[src/bobd_pkg.sv]
package bobd_pkg;

    // ------------------------------------------------------------
    // operation selection
    // ------------------------------------------------------------
    typedef enum logic [2:0] {
        BOBD_OP_NONE,
        BOBD_OP_FILE_BIT_CLEAR,
        BOBD_OP_FILE_BIT_SET,
        BOBD_OP_SKIP_IF_BIT_CLEAR,
        BOBD_OP_SKIP_IF_BIT_SET,
        BOBD_OP_LITERAL_REL_BRANCH,
        BOBD_OP_WORKING_REG_REL_BRANCH
    } bobd_op_t;

    // ------------------------------------------------------------
    // widths and ranges
    // ------------------------------------------------------------
    localparam int unsigned FILE_ADDR_W   = 7;
    localparam int unsigned BIT_IDX_W     = 3;
    localparam int unsigned DATA_W        = 8;
    localparam int unsigned PC_W          = 15;
    localparam int unsigned BRANCH_LIT_W  = 9;
    localparam logic [6:0]  FILE_ADDR_MAX = 7'h7f;
    localparam logic [2:0]  BIT_IDX_MAX   = 3'h7;

    // status register address inside the bank
    localparam logic [6:0]  STATUS_ADDR   = 7'h03;
    localparam logic [7:0]  STATUS_RESET  = 8'h18;
    localparam logic [14:0] PC_RESET      = 15'h0000;
    localparam logic [14:0] PC_STEP       = 15'h0001;

endpackage : bobd_pkg

[src/bobd_bit_alu.sv]
`timescale 1ns/1ps
module bobd_bit_alu (
    input  wire logic [7:0] data_in,
    input  wire logic [2:0] bit_idx,
    input  wire logic       set_not_clear,
    output logic      [7:0] data_out,
    output logic            bit_value
);

    // ------------------------------------------------------------
    // single-bit modify and test
    // ------------------------------------------------------------
    logic [7:0] mask;

    always_comb begin
        mask      = 8'h01 << bit_idx;
        data_out  = set_not_clear ? (data_in | mask) : (data_in & ~mask);
        bit_value = |(data_in & mask);
    end

endmodule // bobd_bit_alu

[src/bobd_core.sv]
`timescale 1ns/1ps
// Functional notes
// - Bit clear writes zero into bit b of file f (f 0..127, b 0..7), others unchanged.
// - Bit set writes one into bit b of file f with the same ranges, others unchanged.
// - Skip-if-clear continues on a set bit and squashes the next instruction on a clear bit.
// - Skip-if-set continues on a clear bit and squashes the next instruction on a set bit.
// - Literal branch sign-extends its 9-bit literal and loads pc plus one plus it.
// - Literal branch offsets span -256..255 and always take two cycles.
// - Working-register branch adds unsigned w to pc plus one and takes two cycles.
module bobd_core (
    input  wire logic                 clock,
    input  wire logic                 reset,
    input  wire logic                 instr_valid,
    input  wire bobd_pkg::bobd_op_t   instr_op,
    input  wire logic [6:0]           file_addr,
    input  wire logic [2:0]           bit_idx,
    input  wire logic [8:0]           branch_lit,
    input  wire logic [7:0]           working_reg,
    input  wire logic [7:0]           file_rdata,
    output logic                      file_we,
    output logic      [6:0]           file_waddr,
    output logic      [7:0]           file_wdata,
    output logic      [14:0]          pc,
    output logic                      squash_next,
    output logic                      busy,
    output logic      [7:0]           status
);

    // ------------------------------------------------------------
    // state
    // ------------------------------------------------------------
    typedef enum logic [0:0] {
        BOBD_EXEC,
        BOBD_SECOND
    } bobd_state_t;

    bobd_state_t  state_r,  state_nxt;
    logic [14:0]  pc_r,     pc_nxt;
    logic         we_r,     we_nxt;
    logic [6:0]   waddr_r,  waddr_nxt;
    logic [7:0]   wdata_r,  wdata_nxt;
    logic [7:0]   status_r, status_nxt;

    logic [7:0]   alu_out;
    logic         alu_bit;
    logic         start;
    logic [14:0]  pc_inc;

    bobd_bit_alu u_alu (
        .data_in       (file_rdata),
        .bit_idx       (bit_idx),
        .set_not_clear (instr_op == bobd_pkg::BOBD_OP_FILE_BIT_SET),
        .data_out      (alu_out),
        .bit_value     (alu_bit)
    );

    // sign-extends the 9-bit literal to pc width
    function automatic logic [14:0] sext_lit(input logic [8:0] k);
        sext_lit = {{(bobd_pkg::PC_W - bobd_pkg::BRANCH_LIT_W){k[8]}}, k};
    endfunction

    // ------------------------------------------------------------
    // next state
    // ------------------------------------------------------------
    always_comb begin
        start      = instr_valid && (state_r == BOBD_EXEC);
        pc_inc     = pc_r + bobd_pkg::PC_STEP;
        state_nxt  = state_r;
        pc_nxt     = pc_r;
        we_nxt     = 1'b0;
        waddr_nxt  = waddr_r;
        wdata_nxt  = wdata_r;
        status_nxt = status_r;
        case (state_r)
            BOBD_EXEC: begin
                if (start) begin
                    pc_nxt = pc_inc;
                    case (instr_op)
                        bobd_pkg::BOBD_OP_FILE_BIT_CLEAR,
                        bobd_pkg::BOBD_OP_FILE_BIT_SET: begin
                            we_nxt    = 1'b1;
                            waddr_nxt = file_addr;
                            wdata_nxt = alu_out;
                            if (file_addr == bobd_pkg::STATUS_ADDR) begin
                                status_nxt = alu_out;
                            end
                        end
                        bobd_pkg::BOBD_OP_SKIP_IF_BIT_CLEAR: begin
                            if (!alu_bit) begin
                                state_nxt = BOBD_SECOND;
                                pc_nxt    = pc_inc + bobd_pkg::PC_STEP;
                            end
                        end
                        bobd_pkg::BOBD_OP_SKIP_IF_BIT_SET: begin
                            if (alu_bit) begin
                                state_nxt = BOBD_SECOND;
                                pc_nxt    = pc_inc + bobd_pkg::PC_STEP;
                            end
                        end
                        bobd_pkg::BOBD_OP_LITERAL_REL_BRANCH: begin
                            pc_nxt    = pc_inc + sext_lit(branch_lit);
                            state_nxt = BOBD_SECOND;
                        end
                        bobd_pkg::BOBD_OP_WORKING_REG_REL_BRANCH: begin
                            pc_nxt    = pc_inc + {7'h00, working_reg};
                            state_nxt = BOBD_SECOND;
                        end
                        default: begin
                            pc_nxt = pc_inc;
                        end
                    endcase
                end
            end
            BOBD_SECOND: begin
                state_nxt = BOBD_EXEC;
            end
            default: begin
                state_nxt = BOBD_EXEC;
            end
        endcase
    end

    // ------------------------------------------------------------
    // registers
    // ------------------------------------------------------------
    always_ff @(posedge clock) begin
        if (reset) begin
            state_r  <= BOBD_EXEC;
            pc_r     <= bobd_pkg::PC_RESET;
            we_r     <= 1'b0;
            waddr_r  <= '0;
            wdata_r  <= '0;
            status_r <= bobd_pkg::STATUS_RESET;
        end else begin
            state_r  <= state_nxt;
            pc_r     <= pc_nxt;
            we_r     <= we_nxt;
            waddr_r  <= waddr_nxt;
            wdata_r  <= wdata_nxt;
            status_r <= status_nxt;
        end
    end

    assign file_we     = we_r;
    assign file_waddr  = waddr_r;
    assign file_wdata  = wdata_r;
    assign pc          = pc_r;
    assign status      = status_r;
    assign busy        = (state_r == BOBD_SECOND);
    assign squash_next = busy;

    // ------------------------------------------------------------
    // checks
    // ------------------------------------------------------------
    bit_clear_write_a: assert property (@(posedge clock) disable iff (reset)
        start && instr_op == bobd_pkg::BOBD_OP_FILE_BIT_CLEAR
        |=> file_we && file_wdata == ($past(file_rdata) & ~(8'h01 << $past(bit_idx))))
        else $error("bit clear wrote wrong data");

    bit_set_write_a: assert property (@(posedge clock) disable iff (reset)
        start && instr_op == bobd_pkg::BOBD_OP_FILE_BIT_SET
        |=> file_we && file_wdata == ($past(file_rdata) | (8'h01 << $past(bit_idx))))
        else $error("bit set wrote wrong data");

    skip_clear_a: assert property (@(posedge clock) disable iff (reset)
        start && instr_op == bobd_pkg::BOBD_OP_SKIP_IF_BIT_CLEAR && !file_rdata[bit_idx]
        |=> squash_next && pc == $past(pc) + 15'h0002 ##1 !squash_next)
        else $error("skip if clear wrong");

    skip_clear_pass_a: assert property (@(posedge clock) disable iff (reset)
        start && instr_op == bobd_pkg::BOBD_OP_SKIP_IF_BIT_CLEAR && file_rdata[bit_idx]
        |=> !squash_next && pc == $past(pc) + 15'h0001)
        else $error("skip if clear skipped on set bit");

    skip_set_a: assert property (@(posedge clock) disable iff (reset)
        start && instr_op == bobd_pkg::BOBD_OP_SKIP_IF_BIT_SET && file_rdata[bit_idx]
        |=> squash_next && pc == $past(pc) + 15'h0002 ##1 !squash_next)
        else $error("skip if set wrong");

    skip_set_pass_a: assert property (@(posedge clock) disable iff (reset)
        start && instr_op == bobd_pkg::BOBD_OP_SKIP_IF_BIT_SET && !file_rdata[bit_idx]
        |=> !squash_next && pc == $past(pc) + 15'h0001)
        else $error("skip if set skipped on clear bit");

    lit_target_a: assert property (@(posedge clock) disable iff (reset)
        start && instr_op == bobd_pkg::BOBD_OP_LITERAL_REL_BRANCH
        |=> pc == $past(pc) + 15'h0001 + {{6{$past(branch_lit[8])}}, $past(branch_lit)})
        else $error("literal branch target wrong");

    lit_two_cycle_a: assert property (@(posedge clock) disable iff (reset)
        start && instr_op == bobd_pkg::BOBD_OP_LITERAL_REL_BRANCH
        |=> busy ##1 !busy)
        else $error("literal branch not two cycles");

    wreg_branch_a: assert property (@(posedge clock) disable iff (reset)
        start && instr_op == bobd_pkg::BOBD_OP_WORKING_REG_REL_BRANCH
        |=> pc == $past(pc) + 15'h0001 + {7'h00, $past(working_reg)} && busy ##1 !busy)
        else $error("working register branch wrong");

    status_kept_a: assert property (@(posedge clock) disable iff (reset)
        !(start && file_addr == bobd_pkg::STATUS_ADDR
          && (instr_op == bobd_pkg::BOBD_OP_FILE_BIT_CLEAR
              || instr_op == bobd_pkg::BOBD_OP_FILE_BIT_SET))
        |=> $stable(status))
        else $error("status changed unexpectedly");

endmodule // bobd_core

[config.mk]
export PLATFORM = sky130hd
export DESIGN_NAME = bobd_core
export DESIGN_NICKNAME = d
export VERILOG_FILES = /design/src/bobd_pkg.sv /design/src/bobd_bit_alu.sv /design/src/bobd_core.sv
export SDC_FILE = /design/constraint.sdc
export NUM_CORES = 1
export LEC_CHECK = 0
export ABC_CLOCK_PERIOD_IN_PS = 3390
export BUFFER_PORTS_ARGS = -buffer_cell sky130_fd_sc_hd__buf_2
export CAP_MARGIN = 20
export CELL_PAD_IN_SITES_DETAIL_PLACEMENT = 2
export CELL_PAD_IN_SITES_GLOBAL_PLACEMENT = 2
export CORE_MARGIN = 4
export CORE_UTILIZATION = 28
export DETAILED_ROUTE_END_ITERATION = 8
export PLACE_DENSITY = 0.86
export SETUP_SLACK_MARGIN = 0.5
export SYNTH_ARGS = -nofsm -noshare
export SYNTH_HDL_FRONTEND = slang
export SYNTH_HIERARCHICAL = 1
export SYNTH_SLANG_ARGS = --single-unit
export TNS_END_PERCENT = 20
[constraint.sdc]
create_clock -name clock -period 3.39 [get_ports clock]
set_input_delay 0.339 -clock clock [delete_from_list [all_inputs] [get_ports clock]]
set_output_delay 0.339 -clock clock [all_outputs]
set_load 0.05 [all_outputs]
==> results of run 1 <==
[worst min path at each step]
stage | start | cells after the start | to
5_1_grt | file_addr[5] | 3 | file_waddr[5]
2_1_floorplan | file_addr[0] | 2 | file_waddr[0]
4_1_cts | file_addr[0] | 3 | file_waddr[0]
3_5_place_dp | status[3] | 1 | status[3]
3_3_place_gp | file_waddr[6] | 2 | file_waddr[6]
6_report | file_addr[2] | 3 | file_waddr[2]
[cell families (layout without fill, tap and decap cells)]
| kind of cell | count (synthesis) | after routing | synth area share, % |
|---|---|---|---|
| xor gates and xnor gates | 25 | 25 | 7.03 |
| and+or+nand+nor | 186 | 186 | 28.0 |
| buffers and inverters | 44 | 156 | 5.88 |
| DFF | 40 | 40 | 23.0 |
| muxes | 28 | 28 | 9.58 |
| AOI/OAI and AO/OA | 108 | 108 | 20.3 |
| adders and majority gates | 17 | 17 | 6.24 |
[power groups by stage]
stage / combinational [mW] / sequential [mW] / clock (mW)
4_1_cts: 0.696 / 0.542 / 0.585
2_1_floorplan: 0.382 / 0.623 / 0
3_3_place_gp: 0.593 / 0.557 / 0
6_report: 0.782 / 0.547 / 0.577
3_5_place_dp: 0.627 / 0.560 / 0
5_1_grt: 0.838 / 0.551 / 0.607
[final cells by class]
cell class / instances / area share, %
multi-input cells: 364 / 56.8
clock inverters: 3 / 0.978
inverters: 16 / 1.31
flip-flops and latches: 40 / 17.1
well taps: 168 / 4.33
clock buffers: 5 / 2.57
repair buffers: 132 / 16.9
[worst max-delay path, stage by stage]
cell and delay, ns:
buf_2 0.17, nand3b_1 0.12, buf_6 0.15, mux2_4 0.31, ha_4 0.17, fa_2 0.40
a21oi_2 0.16, o211ai_1 0.16, buf_4 0.19, nor2_2 0.14, xor2_1 0.30, o32ai_1 0.15
a211oi_1 0.25, nor3_1 0.08
[state kept, by name, summed over array words and instances, names as in the netlist]
signal and count:
pc 15, file_wdata 8, status 8, file_waddr 7, busy 1, file_we 1
[cells in the final DEF, fill, tap and decap left out, types with 5 or more instances in the layout]
cell       Yosys  routed
dfxtp_1       40      32
o21ai_0       21      18
buf_2          5      80
xor2_1         9       7
a21oi_1       31      28
nor3b_1        5       5
nor3_2         3       5
o21bai_1       6       5
dfxtp_4        0       8
a211oi_1       7       6
and2_1         5       5
nand3b_1       6       6
mux2i_1        9       9
nand4_1        7       7
buf_4          1      48
nor2_1        37      34
o21ai_1        9      11
ha_4           0       8
xnor2_1       14      10
ha_1          15       5
or3_1          5       5
mux2_2        17      14
nand3_1       13      12
nor3_1        17      15
a211o_1        5       5
clkbuf_16      0       5
nand2_1       60      59
inv_1         16      13
[metal layers]
metal	vias up	wire length [um]
met2	115	8560
li1	1837	-
met5	-	0
met4	0	588
met3	37	559
met1	2029	6620
[timing repair]
item,CTS,global route
pin swaps,11,31
hold endpoints to repair,0,0
setup endpoints to repair,8,8
buffers inserted,19,22
resized for setup,14,29
hold buffers,0,0
==> results.py, run 1 <==
metrics = {
    "setup_path": {
        "timing.rr.end": "pc[12]",
        "r2r_cells": 13,
        "crit_start": "instr_op[2]",
        "end_kind": "flop",
        "r2r_setup_slack_ns": 0.47,
        "cp-start-kind": "input pin",
        "cp-endpoint": "pc[6]",
        "cp.arrival_ns": 3.08,
        "crit_fanout": 9,
        "critPathKind": "input pin to flop",
        "timing.rr.start": "pc[0]",
        "required_ns": 3.53,
    },
    "synth": {
        "synth_top_cells_by_area": "dfxtp_1, nand2_1, mux2_2",
        "yosys-top-cells-count": "nand2_1, dfxtp_1, nor2_1",
        "synth_fp_nets": 505,
        "synth_area_per_cell_um2": 7.79,
        "yosys.area.top_type": "dfxtp_1",
        "yosysUniqueCellTypes": 66,
        "synth_seq_cells": 40,
        "async_flop_share_pct": 0,
        "yosysWarnings": 6,
        "synth_top_area_share_pct": 23.0,
        "synth_most_common_cell": "nand2_1",
        "synth_edf_count": 0,
        "syn_inst": 448,
        "ys_seq_area_share_pct": 23.0,
        "syn_area_um2": 3490,
        "synth-main-ff-cell": "dfxtp_1",
    },
    "timing": {
        "fmax_mhz": 340,
        "fin_crit_sh_pct": 86.7,
        "post-route-min-period_ns": 2.94,
        "final-hold-violation-count": 0,
        "tns_ns": 0,
        "drv_slew": 0,
        "worst_pin_slew_ns": 0.935,
        "holdWs_ns": 0.301,
        "setup_viol": 0,
        "timing.final.ws_setup_ns": 0.450,
        "maxSlewHeadroom_pct": 37.6,
        "fin_skew_ns": 0.00743,
        "rsz0062_at_grt": "yes",
    },
    "drt": {
        "vias": 4018,
        "dr.pass1.iters": 5,
        "drt-total-wl_um": 16300,
        "drtIter0Drc": 184,
        "drc": 0,
        "wire_per_inst_um": 22.4,
        "ant_nets": 0,
        "viasPerCell": 5.52,
    },
    "clocking": {
        "cts_inserted_buffers": 5,
        "tritoncts": "yes",
        "ctsLongestPathBuffers": 2,
        "cts_sinks": 40,
        "ctsHtreeMaxLevel": 2,
        "root_buffer": "clkbuf_16",
        "clk-insertion-delay-late_ns": 0.30,
        "path_clk_slew_ns": 0.07,
    },
    "pwr": {
        "p_sw_mw": 0.752,
        "internal-power_mw": 1.15,
        "netSwitchingFraction_pct": 39.5,
        "seqPwrFrac_pct": 28.7,
        "power_density_nw_per_um2": 392,
        "peakVddDrop_mv": 0.166,
        "p_leak_nw": 2.05,
        "clock_power_share_pct": 30.3,
        "combPwrFrac_pct": 41.0,
        "p_total_mw": 1.91,
    },
    "cells_and_area": {
        "fillers": 1405,
        "final_util_pct": 40.1,
        "drive_above_1_share_pct": 38.9,
        "finalInstanceArea_um2": 4860,
        "stdcell_count": 728,
        "area_delta_synth_final_pct": 39.3,
        "diodes": 0,
        "multi_input_area_um2": 2760,
        "regArea_um2": 831,
        "fin_nets": 616,
    },
    "run": {
        "drv_cap": 0,
    },
    "die": {
        "rows": 40,
        "dieArea_um2": 14300,
        "ios": 82,
        "die_w_um": 120,
        "start_util_pct": 28.8,
        "die_h_um": 120,
        "core_um2": 12100,
    },
    "run_status": {
        "status": "finished, final reports clean",
    },
    "global_route": {
        "grt_use_met3_pct": 4.62,
        "grt_pass1_wl_um": 24200,
        "grt_max_degree": 43,
        "grt.total_usage_pct": 21.2,
        "grt-ovfl-total": 0,
        "use_met1_pct": 23.9,
        "grt_pass1_vias": 4404,
        "use_met2_pct": 38.9,
        "gr-max-usage-layer": "met2",
        "antenna_found_initial": 0,
    },
    "min_path": {
        "hold_class": "input pin to flop",
    },
    "placed_design": {
        "dp.cells": 679,
        "io_buffers": 81,
        "dpl-instance-area_um2": 4130,
        "dp_hpwl_um": 10700,
        "dp_slack_ns": 0.156,
        "gp_congestion": 0.880,
    },
}
Power figures use the tool's default switching activity.
==> run 2: changes to the inputs <==
--- a/config.mk
+++ b/config.mk
@@ -10,6 +10,7 @@
 export CAP_MARGIN = 20
 export CELL_PAD_IN_SITES_DETAIL_PLACEMENT = 2
 export CELL_PAD_IN_SITES_GLOBAL_PLACEMENT = 2
+export CORE_ASPECT_RATIO = 1.4
 export CORE_MARGIN = 4
 export CORE_UTILIZATION = 28
 export DETAILED_ROUTE_END_ITERATION = 8
==> run 2 against run 1 <==
Against the previous run: worst setup slack gained 0.020 ns; via count shrank 3.3%; routed wire length shrank 5.7%; global-route usage shrank 0.24 points; count of clock-buffer cells in the layout grew 1; critical path depth shrank 1; final cell count shrank 4.7%; fmax grew 0.70%; critical path type unchanged; highest routed layer unchanged.
==> results.py, run 2 (same netlist as run 1, synthesis figures left out) <==
metrics = {
    "placed_design": {
        "dp_hpwl_um": 10800,
        "io_buffers": 81,
        "gp_congestion": 0.847,
        "dpl-instance-area_um2": 4130,
        "dp_slack_ns": -0.0347,
        "dp.cells": 664,
    },
    "min_path": {
        "hold_class": "input pin to flop",
    },
    "drt": {
        "wire_per_inst_um": 22.2,
        "drt-total-wl_um": 15400,
        "dr.pass1.iters": 4,
        "vias": 3885,
        "drc": 0,
        "viasPerCell": 5.60,
        "drtIter0Drc": 161,
        "ant_nets": 0,
    },
    "global_route": {
        "grt_pass1_vias": 4337,
        "grt.total_usage_pct": 21.0,
        "grt-ovfl-total": 0,
        "antenna_found_initial": 0,
        "grt_pass1_wl_um": 23500,
        "grt_max_degree": 43,
    },
    "cells_and_area": {
        "stdcell_count": 694,
        "layout.cells.most_common": "buf_2",
        "area_delta_synth_final_pct": 33.4,
        "finalInstanceArea_um2": 4650,
        "drive_above_1_share_pct": 36.6,
        "layout_common_cells": "buf_2, nand2_1, nor2_1",
        "fin_nets": 600,
        "final_util_pct": 38.0,
        "largest_reg_flops": 15,
        "diodes": 0,
        "fillers": 1445,
    },
    "clocking": {
        "root_buffer": "clkbuf_16",
        "path_clk_slew_ns": 0.07,
        "tritoncts": "yes",
        "holdBufCountCts": 0,
        "ctsHtreeMaxLevel": 2,
        "cts_inserted_buffers": 5,
        "ctsLongestPathBuffers": 2,
        "clk-insertion-delay-late_ns": 0.30,
        "cts_sinks": 40,
    },
    "timing": {
        "final-hold-violation-count": 0,
        "fin_crit_sh_pct": 86.1,
        "drv_slew": 0,
        "maxSlewHeadroom_pct": 40.3,
        "setup_viol": 0,
        "worst_pin_slew_ns": 0.894,
        "fmax_mhz": 342,
        "holdWs_ns": 0.295,
        "tns_ns": 0,
        "post-route-min-period_ns": 2.92,
        "rsz0062_at_grt": "yes",
        "fin_skew_ns": 0.0104,
        "timing.final.ws_setup_ns": 0.470,
    },
    "pwr": {
        "power_density_nw_per_um2": 394,
        "p_leak_nw": 1.93,
        "seqPwrFrac_pct": 30.0,
        "clock_power_share_pct": 29.9,
        "combPwrFrac_pct": 40.1,
        "p_sw_mw": 0.731,
        "p_total_mw": 1.83,
        "peakVddDrop_mv": 0.161,
        "internal-power_mw": 1.10,
        "netSwitchingFraction_pct": 39.8,
    },
    "run_status": {
        "status": "finished, final reports clean",
    },
    "die": {
        "rows": 48,
        "core_um2": 12300,
        "die_w_um": 102,
        "ios": 82,
        "start_util_pct": 28.5,
        "die_h_um": 140,
        "dieArea_um2": 14300,
    },
    "setup_path": {
        "crit_fanout": 6,
        "cp-start-kind": "input pin",
        "critPathKind": "input pin to flop",
        "end_kind": "flop",
        "cp.arrival_ns": 3.07,
        "required_ns": 3.54,
    },
    "run": {
        "drv_cap": 0,
    },
}
run 2: cell count changes in the layout (fill, tap and decap cells not counted), moves of 2 or more:
cell      before  now
buf_4         48   33
a21oi_2        3    1
buf_12         2    0
buf_2         80   82
clkinv_4       2    0
nor2_1        34   36
nor2_2         3    1
run 2: final timing paths:
check	slack (ns)	cells after the start	endpoint	start
setup / recovery	0.47	13	pc[6]	instr_op[0]
setup reg to reg	0.47	11	pc[11]	pc[2]
hold reg to reg	0.46	2	file_waddr[6]	file_waddr[6]
hold / removal	0.30	3	file_waddr[3]	file_addr[3]
run 2: final cells by class:
cell class / count / area [um^2] / share of cell area, %
clock buffers: 6 / 150 / 3.23
inverters: 16 / 60.1 / 1.29
well taps: 150 / 188 / 4.03
flip-flops and latches: 40 / 831 / 17.8
repair buffers: 116 / 669 / 14.4
clock inverters: 2 / 16.3 / 0.349
multi-input cells: 364 / 2740 / 58.9
run 2: what timing repair did:
action / in CTS / in global routing
setup buffers: 13 / 9
pin swaps: 16 / 19
cloned: 0 / 0
endpoints found under the setup margin: 8 / 8
resized for setup: 17 / 20
run 2: critical path, stage by stage:
cell and delay, ns:
buf_2 0.14, nand3b_1 0.18, buf_6 0.15, mux2_4 0.31, ha_4 0.17, fa_2 0.38, a21oi_4 0.18, o211ai_1 0.14
nor2_1 0.14, xor2_1 0.24, o32ai_1 0.17, a211oi_1 0.44, nor3_1 0.08
run 2: metal layers:
metal,track usage [%],part of all wire [%],vias up
li1,-,-,1811
met1,22.1,37,1920
met2,39.2,55,121
met3,4.43,4.7,33
met4,8.43,3.4,0
met5,0,0,-
run 2: power groups by stage:
stage | Clock [mW] | Combinational [mW] | Sequential (mW)
detailed placement | 0 | 0.633 | 0.558
global placement | 0 | 0.604 | 0.557
global route | 0.590 | 0.793 | 0.554
CTS | 0.568 | 0.684 | 0.547
floorplan | 0 | 0.382 | 0.623
finish | 0.548 | 0.736 | 0.550
